**config.mk**
```make
export PLATFORM = sky130hd
export DESIGN_NAME = anr_cfg
export DESIGN_NICKNAME = d
export VERILOG_FILES = /design/src/inc/anr_pkg.sv /design/src/rtl/anr_cfg.sv /design/src/rtl/anr_hold_timer.sv
export VERILOG_INCLUDE_DIRS = /design/src /design/src/inc
export SDC_FILE = /design/constraint.sdc
export NUM_CORES = 1
export LEC_CHECK = 0
export BUFFER_PORTS_ARGS = -buffer_cell sky130_fd_sc_hd__buf_2
export CAP_MARGIN = 20
export CORE_AREA = 2 2 107 109
export DETAILED_ROUTE_END_ITERATION = 7
export DIE_AREA = 0 0 109 111
export GPL_ROUTABILITY_DRIVEN = 1
export PLACE_DENSITY = 0.81
export SLEW_MARGIN = 20
export SYNTH_ARGS = -nofsm -noshare
export SYNTH_HDL_FRONTEND = slang
export SYNTH_HIERARCHICAL = 1
export SYNTH_SLANG_ARGS = --single-unit
```
**constraint.sdc**
```tcl
create_clock -name ref_clk -period 5.31 [get_ports ref_clk]
set_input_delay 0.2655 -clock ref_clk [delete_from_list [all_inputs] [get_ports ref_clk]]
set_output_delay 0.2655 -clock ref_clk [all_outputs]
set_load 0.03 [all_outputs]
```
**src/inc/anr_map.svh**
```systemverilog
// Purpose: register numbers, fields, reset values and counts of the
//          analogue node configuration block.
// Assumes: register numbers are packet addresses, not byte addresses.
// Notes:   definitions only.
//
// Summary of operation
// - 16-bit node identifier, read-write, resets zero
// - system reset and processor-tile reset scopes
// - reset pin or brown-out raises system reset
// - watchdog expiry raises system reset
// - sleep or clock change raises tile reset
// - system reset held 524,288 oscillator cycles
// - control bit 3 enables USB register access
// - control bit 2 enables USB, clears resets registers
// - control bit 1 starts tile reset, self-clearing
// - reset-bit writes send no response packet
// - 7-bit oscillator MHz field, resets to 25
// - frequency outside 5..100 ignored and NACKed
// - software programs frequency; timing derives from it
// - link error bit 27 sticky, clears on read
// - bits 26, 25 report credit issued, held
// - bit 24 clears credit, sends greeting token
// - bit 23 resyncs link receiver to token start
// - bits 21:11 symbol spacing, reset 1
// - bits 10:0 token spacing, reset 1
// - lock bit blocks node config and link changes
`ifndef ANR_MAP_SVH
`define ANR_MAP_SVH

`define ANR_ADDR_W 8
`define ANR_DATA_W 32

// register numbers
`define ANR_NODE_CFG_NUM 8'h04
`define ANR_NODE_ID_NUM 8'h05
`define ANR_RMC_NUM 8'h50
`define ANR_OSC_NUM 8'h51
`define ANR_LINK_NUM 8'h80

// field positions
`define ANR_LOCK_BIT 31
`define ANR_ID_MSB 15
`define ANR_TRI_BIT 24
`define ANR_MODE_MSB 17
`define ANR_MODE_LSB 16
`define ANR_USB_ACC_BIT 3
`define ANR_USB_EN_BIT 2
`define ANR_TILE_RST_BIT 1
`define ANR_SYS_RST_BIT 0
`define ANR_OSC_MSB 6
`define ANR_ERR_BIT 27
`define ANR_ISSUED_BIT 26
`define ANR_HELD_BIT 25
`define ANR_LINK_GREETING_TOKEN_BIT 24
`define ANR_RESYNC_BIT 23
`define ANR_SYM_MSB 21
`define ANR_SYM_LSB 11
`define ANR_TOK_MSB 10
`define ANR_TOK_LSB 0

// reset values and limits
`define ANR_ID_RST 16'h0000
`define ANR_OSC_RST 7'h19
`define ANR_OSC_MIN 7'h05
`define ANR_OSC_MAX 7'h64
`define ANR_GAP_RST 11'h001

// timing counts, in oscillator cycles
`define ANR_SYS_RST_CYCLES 524288
`define ANR_TILE_RST_CYCLES 16

`endif

```
**src/inc/anr_pkg.sv**
```systemverilog
// Purpose: types shared by the analogue node configuration block.
// Assumes: anr_map.svh supplies the widths.
// Notes:   request and answer travel as packed structs.
`include "anr_map.svh"

package anr_pkg;

    // configuration request from the packet layer
    typedef struct packed {
        logic valid;
        logic write;
        logic want_rsp;
        logic [`ANR_ADDR_W-1:0] addr;
        logic [`ANR_DATA_W-1:0] data;
    } anr_req_type;

    // answer: ack high for ACK, low for NACK
    typedef struct packed {
        logic valid;
        logic ack;
        logic [`ANR_DATA_W-1:0] data;
    } anr_rsp_type;

    // events and status from the link logic
    typedef struct packed {
        logic overflow;
        logic bad_token;
        logic issued_credit;
        logic have_credit;
    } anr_link_stat_type;

    // commands and spacing to the link logic
    typedef struct packed {
        logic link_greeting_token;
        logic credit_clear;
        logic rx_resync;
        logic [10:0] symbol_gap;
        logic [10:0] token_gap;
    } anr_link_ctl_type;

endpackage : anr_pkg

```
**src/rtl/anr_cfg.sv**
```systemverilog
// Purpose: analogue node configuration registers with reset control.
// Assumes: ref_clk is the oscillator clock; link logic shares it.
// Notes:   requests are register numbers; at most one answer per request.
`timescale 1ns/1ps
`default_nettype none
`include "anr_map.svh"


module anr_cfg
    import anr_pkg::*;
#(
    parameter int SYS_RST_CYCLES = `ANR_SYS_RST_CYCLES,
    parameter int TILE_RST_CYCLES = `ANR_TILE_RST_CYCLES,
    parameter logic [1:0] MODE_PINS_RST = 2'h0
) (
    // clock and reset
    input wire logic ref_clk,
    input wire logic rst_n,
    // reset sources
    input wire logic ext_rst_pin_n,
    input wire logic brownout_pin,
    input wire logic watchdog_expired,
    input wire logic sleep_event,
    input wire logic clk_change_event,
    // configuration packets
    input wire anr_req_type cfg_req,
    output anr_rsp_type cfg_rsp,
    // link
    input wire anr_link_stat_type link_stat,
    output anr_link_ctl_type link_ctl,
    // reset outputs
    output logic sys_reset_out,
    output logic tile_reset_out,
    // usb control
    output logic usb_reg_access_en,
    output logic usb_enable,
    output logic usb_regs_clear,
    // processor mode pins
    output logic [1:0] mode_pin_out,
    output logic [1:0] mode_pin_oe,
    // frequency setting for timing-derived functions
    output logic [6:0] osc_mhz
);

    // ==========================================================
    // pin synchronisers
    // ==========================================================
    logic [1:0] ext_rst_sync_reg;
    logic [1:0] brownout_sync_reg;

    // only the second flop of each pair feeds logic; the first may be metastable
    always_ff @(posedge ref_clk) begin
        if (!rst_n) begin
            ext_rst_sync_reg <= 2'h3;
            brownout_sync_reg <= 2'h0;
        end else begin
            ext_rst_sync_reg <= {ext_rst_sync_reg[0], ext_rst_pin_n};
            brownout_sync_reg <= {brownout_sync_reg[0], brownout_pin};
        end
    end

    // ==========================================================
    // register state
    // ==========================================================
    logic lock_reg;
    logic [15:0] node_id_reg;
    logic tri_reg;
    logic [1:0] mode_reg;
    logic usb_acc_reg;
    logic usb_en_reg;
    logic [6:0] osc_reg;
    logic err_reg;
    logic [10:0] sym_gap_reg;
    logic [10:0] tok_gap_reg;

    // ==========================================================
    // request decode
    // ==========================================================
    logic sys_hold;
    logic tile_hold;
    logic rd_c;
    logic wr_c;
    logic [31:0] wd_c;
    logic [7:0] addr_c;
    logic locked_wr_c;
    logic osc_ok_c;
    logic sw_sys_rst_c;
    logic sw_tile_rst_c;
    logic no_rsp_c;

    // requests during a system reset are dropped unanswered
    assign rd_c = cfg_req.valid && !cfg_req.write && !sys_hold;
    assign wr_c = cfg_req.valid && cfg_req.write && !sys_hold;
    assign wd_c = cfg_req.data;
    assign addr_c = cfg_req.addr;

    // locked registers refuse writes
    assign locked_wr_c = lock_reg && (addr_c == `ANR_NODE_CFG_NUM ||
                         addr_c == `ANR_LINK_NUM);

    assign osc_ok_c = wd_c[`ANR_OSC_MSB:0] >= `ANR_OSC_MIN &&
                      wd_c[`ANR_OSC_MSB:0] <= `ANR_OSC_MAX &&
                      wd_c[31:7] == 25'h0;

    assign sw_sys_rst_c = wr_c && addr_c == `ANR_RMC_NUM &&
                          wd_c[`ANR_SYS_RST_BIT];
    assign sw_tile_rst_c = wr_c && addr_c == `ANR_RMC_NUM &&
                           wd_c[`ANR_TILE_RST_BIT];

    // the reset may begin before any answer could leave
    assign no_rsp_c = sw_sys_rst_c || sw_tile_rst_c;

    // ==========================================================
    // reset generation
    // ==========================================================
    logic sys_start_c;
    logic tile_start_c;

    // pin held low keeps restarting the count
    assign sys_start_c = !ext_rst_sync_reg[1] ||
                         brownout_sync_reg[1] ||
                         watchdog_expired ||
                         sw_sys_rst_c;

    assign tile_start_c = sleep_event ||
                          clk_change_event ||
                          sw_tile_rst_c;

    // length counted in oscillator cycles, so slower clocks stretch it
    anr_hold_timer #(
        .COUNT(SYS_RST_CYCLES),
        .CNT_W(20)
    ) u_sys_timer (
        .ref_clk(ref_clk),
        .rst_n(rst_n),
        .start(sys_start_c),
        .active(sys_hold)
    );

    // tile-only hold: configuration registers ride through it
    anr_hold_timer #(
        .COUNT(TILE_RST_CYCLES),
        .CNT_W(8)
    ) u_tile_timer (
        .ref_clk(ref_clk),
        .rst_n(rst_n),
        .start(tile_start_c),
        .active(tile_hold)
    );

    // system scope covers the tiles as well
    always_ff @(posedge ref_clk) begin
        if (!rst_n) begin
            sys_reset_out <= 1'b0;
            tile_reset_out <= 1'b0;
        end else begin
            sys_reset_out <= sys_hold;
            tile_reset_out <= tile_hold || sys_hold;
        end
    end

    // ==========================================================
    // node configuration and identifier
    // ==========================================================
    always_ff @(posedge ref_clk) begin
        if (!rst_n || sys_hold) begin
            lock_reg <= 1'b0;
        end else if (wr_c && addr_c == `ANR_NODE_CFG_NUM && !lock_reg) begin
            lock_reg <= wd_c[`ANR_LOCK_BIT];
        end
    end

    always_ff @(posedge ref_clk) begin
        if (!rst_n || sys_hold) begin
            node_id_reg <= `ANR_ID_RST;
        end else if (wr_c && addr_c == `ANR_NODE_ID_NUM) begin
            node_id_reg <= wd_c[`ANR_ID_MSB:0];
        end
    end

    // ==========================================================
    // reset and mode control
    // ==========================================================
    always_ff @(posedge ref_clk) begin
        if (!rst_n || sys_hold) begin
            tri_reg <= 1'b0;
            mode_reg <= MODE_PINS_RST;
            usb_acc_reg <= 1'b0;
            usb_en_reg <= 1'b0;
        end else if (wr_c && addr_c == `ANR_RMC_NUM) begin
            tri_reg <= wd_c[`ANR_TRI_BIT];
            mode_reg <= wd_c[`ANR_MODE_MSB:`ANR_MODE_LSB];
            usb_acc_reg <= wd_c[`ANR_USB_ACC_BIT];
            usb_en_reg <= wd_c[`ANR_USB_EN_BIT];
        end
    end

    always_ff @(posedge ref_clk) begin
        if (!rst_n) begin
            usb_reg_access_en <= 1'b0;
            usb_enable <= 1'b0;
            usb_regs_clear <= 1'b1;
            mode_pin_out <= 2'h0;
            mode_pin_oe <= 2'h0;
        end else begin
            usb_reg_access_en <= usb_acc_reg;
            usb_enable <= usb_en_reg;
            // usb registers held at reset values while disabled
            usb_regs_clear <= !usb_en_reg;
            mode_pin_out <= mode_reg;
            mode_pin_oe <= {2{!tri_reg}};
        end
    end

    // ==========================================================
    // oscillator frequency
    // ==========================================================
    always_ff @(posedge ref_clk) begin
        if (!rst_n || sys_hold) begin
            osc_reg <= `ANR_OSC_RST;
        end else if (wr_c && addr_c == `ANR_OSC_NUM && osc_ok_c) begin
            osc_reg <= wd_c[`ANR_OSC_MSB:0];
        end
    end

    // timing users scale from this value, so it is exported as is
    always_ff @(posedge ref_clk) begin
        if (!rst_n) begin
            osc_mhz <= `ANR_OSC_RST;
        end else begin
            osc_mhz <= osc_reg;
        end
    end

    // ==========================================================
    // link control and status
    // ==========================================================
    logic link_wr_c;
    logic err_set_c;

    assign link_wr_c = wr_c && addr_c == `ANR_LINK_NUM && !lock_reg;
    assign err_set_c = link_stat.overflow || link_stat.bad_token;

    // a new error in the reading cycle survives the clear
    always_ff @(posedge ref_clk) begin
        if (!rst_n || sys_hold) begin
            err_reg <= 1'b0;
        end else if (err_set_c) begin
            err_reg <= 1'b1;
        end else if (rd_c && addr_c == `ANR_LINK_NUM) begin
            err_reg <= 1'b0;
        end
    end

    always_ff @(posedge ref_clk) begin
        if (!rst_n || sys_hold) begin
            sym_gap_reg <= `ANR_GAP_RST;
            tok_gap_reg <= `ANR_GAP_RST;
        end else if (link_wr_c) begin
            sym_gap_reg <= wd_c[`ANR_SYM_MSB:`ANR_SYM_LSB];
            tok_gap_reg <= wd_c[`ANR_TOK_MSB:`ANR_TOK_LSB];
        end
    end

    // command bits leave as one-cycle pulses and are never stored;
    // one process drives every field so the struct has a single driver
    always_ff @(posedge ref_clk) begin
        if (!rst_n) begin
            link_ctl.link_greeting_token <= 1'b0;
            link_ctl.credit_clear <= 1'b0;
            link_ctl.rx_resync <= 1'b0;
            link_ctl.symbol_gap <= `ANR_GAP_RST;
            link_ctl.token_gap <= `ANR_GAP_RST;
        end else begin
            link_ctl.link_greeting_token <= link_wr_c && wd_c[`ANR_LINK_GREETING_TOKEN_BIT];
            link_ctl.credit_clear <= link_wr_c &&
                                     wd_c[`ANR_LINK_GREETING_TOKEN_BIT];
            link_ctl.rx_resync <= link_wr_c && wd_c[`ANR_RESYNC_BIT];
            // gaps reach the link logic straight from flip-flops
            link_ctl.symbol_gap <= sym_gap_reg;
            link_ctl.token_gap <= tok_gap_reg;
        end
    end

    // ==========================================================
    // read data and answer
    // ==========================================================
    logic [31:0] rdata_c;
    logic ack_c;

    always_comb begin
        rdata_c = 32'h0000_0000;
        ack_c = 1'b1;
        case (addr_c)
            `ANR_NODE_CFG_NUM: begin
                rdata_c[`ANR_LOCK_BIT] = lock_reg;
                ack_c = !(cfg_req.write && locked_wr_c);
            end
            `ANR_NODE_ID_NUM: begin
                rdata_c[`ANR_ID_MSB:0] = node_id_reg;
            end
            `ANR_RMC_NUM: begin
                // reset request bits are write-only and read zero
                rdata_c[`ANR_TRI_BIT] = tri_reg;
                rdata_c[`ANR_MODE_MSB:`ANR_MODE_LSB] = mode_reg;
                rdata_c[`ANR_USB_ACC_BIT] = usb_acc_reg;
                rdata_c[`ANR_USB_EN_BIT] = usb_en_reg;
            end
            `ANR_OSC_NUM: begin
                rdata_c[`ANR_OSC_MSB:0] = osc_reg;
                ack_c = !cfg_req.write || osc_ok_c;
            end
            `ANR_LINK_NUM: begin
                rdata_c[`ANR_ERR_BIT] = err_reg;
                rdata_c[`ANR_ISSUED_BIT] = link_stat.issued_credit;
                rdata_c[`ANR_HELD_BIT] = link_stat.have_credit;
                rdata_c[`ANR_SYM_MSB:`ANR_SYM_LSB] = sym_gap_reg;
                rdata_c[`ANR_TOK_MSB:`ANR_TOK_LSB] = tok_gap_reg;
                ack_c = !(cfg_req.write && locked_wr_c);
            end
            default: begin
                ack_c = 1'b0;
            end
        endcase
    end

    // reads always answer outside a system reset; writes answer only when asked
    always_ff @(posedge ref_clk) begin
        if (!rst_n) begin
            cfg_rsp <= '0;
        end else begin
            cfg_rsp.valid <= rd_c ||
                             (wr_c && cfg_req.want_rsp && !no_rsp_c);
            cfg_rsp.ack <= ack_c;
            cfg_rsp.data <= rd_c ? rdata_c : 32'h0000_0000;
        end
    end

endmodule : anr_cfg

`default_nettype wire

```
**src/rtl/anr_hold_timer.sv**
```systemverilog
// Purpose: hold a reset level for a fixed number of cycles.
// Assumes: start is a same-clock level; held start keeps restarting.
// Notes:   active rises the edge after start, falls COUNT edges later.
`timescale 1ns/1ps
`default_nettype none

module anr_hold_timer #(
    parameter int COUNT = 16,
    parameter int CNT_W = 20
) (
    // clock and reset
    input wire logic ref_clk,
    input wire logic rst_n,
    // control
    input wire logic start,
    // status
    output logic active
);

    logic [CNT_W-1:0] cnt_reg;

    always_ff @(posedge ref_clk) begin
        if (!rst_n) begin
            cnt_reg <= '0;
            active <= 1'b0;
        end else if (start) begin
            cnt_reg <= CNT_W'(COUNT - 1);
            active <= 1'b1;
        end else if (cnt_reg != '0) begin
            cnt_reg <= cnt_reg - 1'b1;
        end else begin
            active <= 1'b0;
        end
    end

endmodule : anr_hold_timer

`default_nettype wire

```
==> flow_metrics.env <==
export IMPL_yosysTopAreaCell="dfxtp_1"
export IMPL_synthDistinctLibCells=66
export IMPL_core_region_area_um2=11080
export IMPL_largest_register_ffs=29
export IMPL_routed_wl_um=16050
export IMPL_grt_pass1_wl_um=25270
export IMPL_cts_tree="built"
export IMPL_power_leakage_nw=2.913
export IMPL_drive_gt1_share_pct=25.39
export IMPL_clockPowerShare_pct=46.6
export IMPL_fin_crit_sh_pct=55.28
export IMPL_portBuffers=123
export IMPL_die_area_um2=12100
export IMPL_instances_no_fill=920
export IMPL_post_cts_buffers=0
export IMPL_arrival_ps=3230
export IMPL_ys_ff_latch=154
export IMPL_drv_cap=0
export IMPL_start_util_pct=54.77
export IMPL_cts_inserted_buffers=17
export IMPL_drc=0
export IMPL_status="finished, final reports clean"
export IMPL_slowest_stage="nand3_1"
export IMPL_startpoint_type="primary input"
export IMPL_drtAntennaViolNets=0
export IMPL_slew_viol_final=0
export IMPL_grt_max_degree=60
export IMPL_crit_type="in -> reg"
export IMPL_layout_common_cells="154 x dfxtp_1, 123 x buf_2, 94 x nand2_1"
export IMPL_dp_cells=887
export IMPL_critical_path_max_stage_delay_ps=540
export IMPL_vias=5419
export IMPL_synth_top_area_share_pct=50.81
export IMPL_switchingPower_mw=0.6099
export IMPL_avgSynthCellArea_um2=9.206
export IMPL_synthSimpleGateAreaFrac_pct=26.50
export IMPL_fillers=883
export IMPL_setup_viol=0
export IMPL_clockRootBuffer="clkbuf_16"
export IMPL_end_kind="flip-flop"
export IMPL_final_common_cell="dfxtp_1"
export IMPL_cts_sinks=154
export IMPL_synthAdderAreaFrac_pct=0.6187
export IMPL_synthArstFlopShare_pct=0
export IMPL_syn2layout_area_growth_pct=19.53
export IMPL_crit_required_ps=5600
export IMPL_netlist_area_um2=6067
export IMPL_slew_limit_headroom_pct=34.89
export IMPL_drt_pass1_iter_count=6
export IMPL_synth_edf_count=0
export IMPL_synthCells=659
export IMPL_num_rows=39
export IMPL_gp_congestion=0.9205
export IMPL_synth_seq_area_share_pct=50.81
export IMPL_worstMarginPinSlew_ps=976.6
export IMPL_clk_pin_slew_ps=60
export IMPL_die_w_um=109
export IMPL_cts_max_path_buffers=2
export IMPL_avgRoutedWirePerCell_um=17.45
export IMPL_cts_htree_levels=4
export IMPL_fin_nets=820
export IMPL_synth_top_family_by_area="simple AND/OR/NAND/NOR gates"
export IMPL_grt_pass1_vias=5177
export IMPL_die_height_um=111
export IMPL_placed_area_um2=6658
export IMPL_viasPerCell=5.890
export IMPL_hpwlAfterDp_um=11090
export IMPL_yosys_top_cells_area="dfxtp_1 51%, nand2_1 5.8%, a21oi_1 3.8%"
export IMPL_hold_viol=0
export IMPL_final_min_clock_period_ps=2936
export IMPL_power_density_nw_per_um2=350.2
export IMPL_comb_power_share_pct=6.1
export IMPL_setup_tns_ps=0
export IMPL_holdWs_ps=34.13
export IMPL_gr_total_overflow=0
export IMPL_postCtsHoldBufs=0
export IMPL_timing_fmax_mhz=340.6
export IMPL_drtIter0Drc=469
export IMPL_ir_drop_v=0.0002170
export IMPL_synth_compound_area_share_pct=16.62
export IMPL_internal_power_mw=1.930
export IMPL_path_max_fanout=19
export IMPL_clock_skew_ps=7.627
export IMPL_crit_path_cell_trace="buf_2, nor4_1, nand3_1, nor3_1, buf_4, nand2_1, nand3_1, inv_1, nand2_1, nor4_1, a2111oi_0"
export IMPL_post_cts_resized=0
export IMPL_min_path_type="in -> reg"
export IMPL_ios=129
export IMPL_antenna_found_initial=1
export IMPL_fin_area_um2=7252
export IMPL_gr_usage_all_layers_pct=26.88
export IMPL_ys_warnings_count=6
export IMPL_seq_power_share_pct=47.2
export IMPL_rsz0062_at_grt="no"
export IMPL_synthMuxAreaShare_pct=0.3300
export IMPL_switching_share_pct=24.01
export IMPL_synth_main_ff_cell="dfxtp_1"
export IMPL_clk_latency_ps=420
export IMPL_synth_xor_xnor_area_share_pct=0.2887
==> per-stage QoR <==
stage	setup WS [ps]	power, mW	util (%)
CTS	2418	2.543	65.45
finish	2374	2.540	65.47
floorplan	2837	1.320	-
detailed placement	2114	1.375	60.10
global route	2105	2.613	65.45
global placement	2256	1.368	60.10
==> worst paths after layout <==
kind	from	end	slack [ps]	cells past startpoint
max	cfg_req[33]	u_sys_timer/cnt_reg[15]$_SDFFE_PN0P_	2370	11
min	ext_rst_pin_n	ext_rst_sync_reg[0]$_SDFF_PN1_	30	2
max reg2reg	u_sys_timer/active$_SDFFE_PN0P_	u_sys_timer/cnt_reg[15]$_SDFFE_PN0P_	2380	9
min reg2reg	ext_rst_sync_reg[0]$_SDFF_PN1_	ext_rst_sync_reg[1]$_SDFF_PN1_	410	1
==> synthesized netlist by cell type (12+ instances only) <==
library cell    n
nor2_1         23
clkbuf_1       26
and3_1         15
a21oi_1        46
nand2_1        94
o31ai_1        12
inv_1          12
and2_1         32
nand3_1        14
o21ai_0        22
nand2b_1       14
nor4_1         20
dfxtp_1       154
==> worst max-delay path: cells and delay by family <==
family,cells,cell delay [ps]
buffers and inverters,3,780
AND/OR/NAND/NOR,7,1790
AO/OA/AOI/OAI,1,370
==> power by group through the flow <==
stage	Clock [mW]	Sequential, mW	Combinational [mW]
after floorplan	0	1.22	0.100
after global placement	0	1.22	0.146
after detailed placement	0	1.22	0.151
after CTS	1.19	1.20	0.153
after global routing	1.24	1.20	0.170
final	1.18	1.20	0.156
==> metal layers <==
metal | wire length, um | vias up | global-route usage, %
met5 | 0 | - | 0
met1 | 6382 | 2565 | 32.51
met3 | 1402 | 42 | 6.996
met2 | 7831 | 260 | 44.64
met4 | 435 | 0 | 11.45
li1 | - | 2552 | -
==> final cells by class <==
class | instances | area (um^2) | area share, %
diodes | 1 | 2.502 | 0.03451
repair buffers | 126 | 638.1 | 8.799
flip-flops and latches | 154 | 3083 | 42.51
inverters | 12 | 45.04 | 0.6211
well taps | 143 | 178.9 | 2.467
clock inverters | 11 | 111.4 | 1.536
multi-input cells | 452 | 2713 | 37.41
clock buffers | 21 | 480.5 | 6.625
==> kinds of logic after synthesis <==
| family | count (synthesis) |
|---|---|
| compound gates | 149 |
| xor+xnor | 2 |
| fa+ha+maj | 3 |
| buf+inv | 57 |
| flops | 154 |
| mux | 2 |
| other cells | 1 |
| simple gates | 291 |
(Power assumes the default switching activity.)
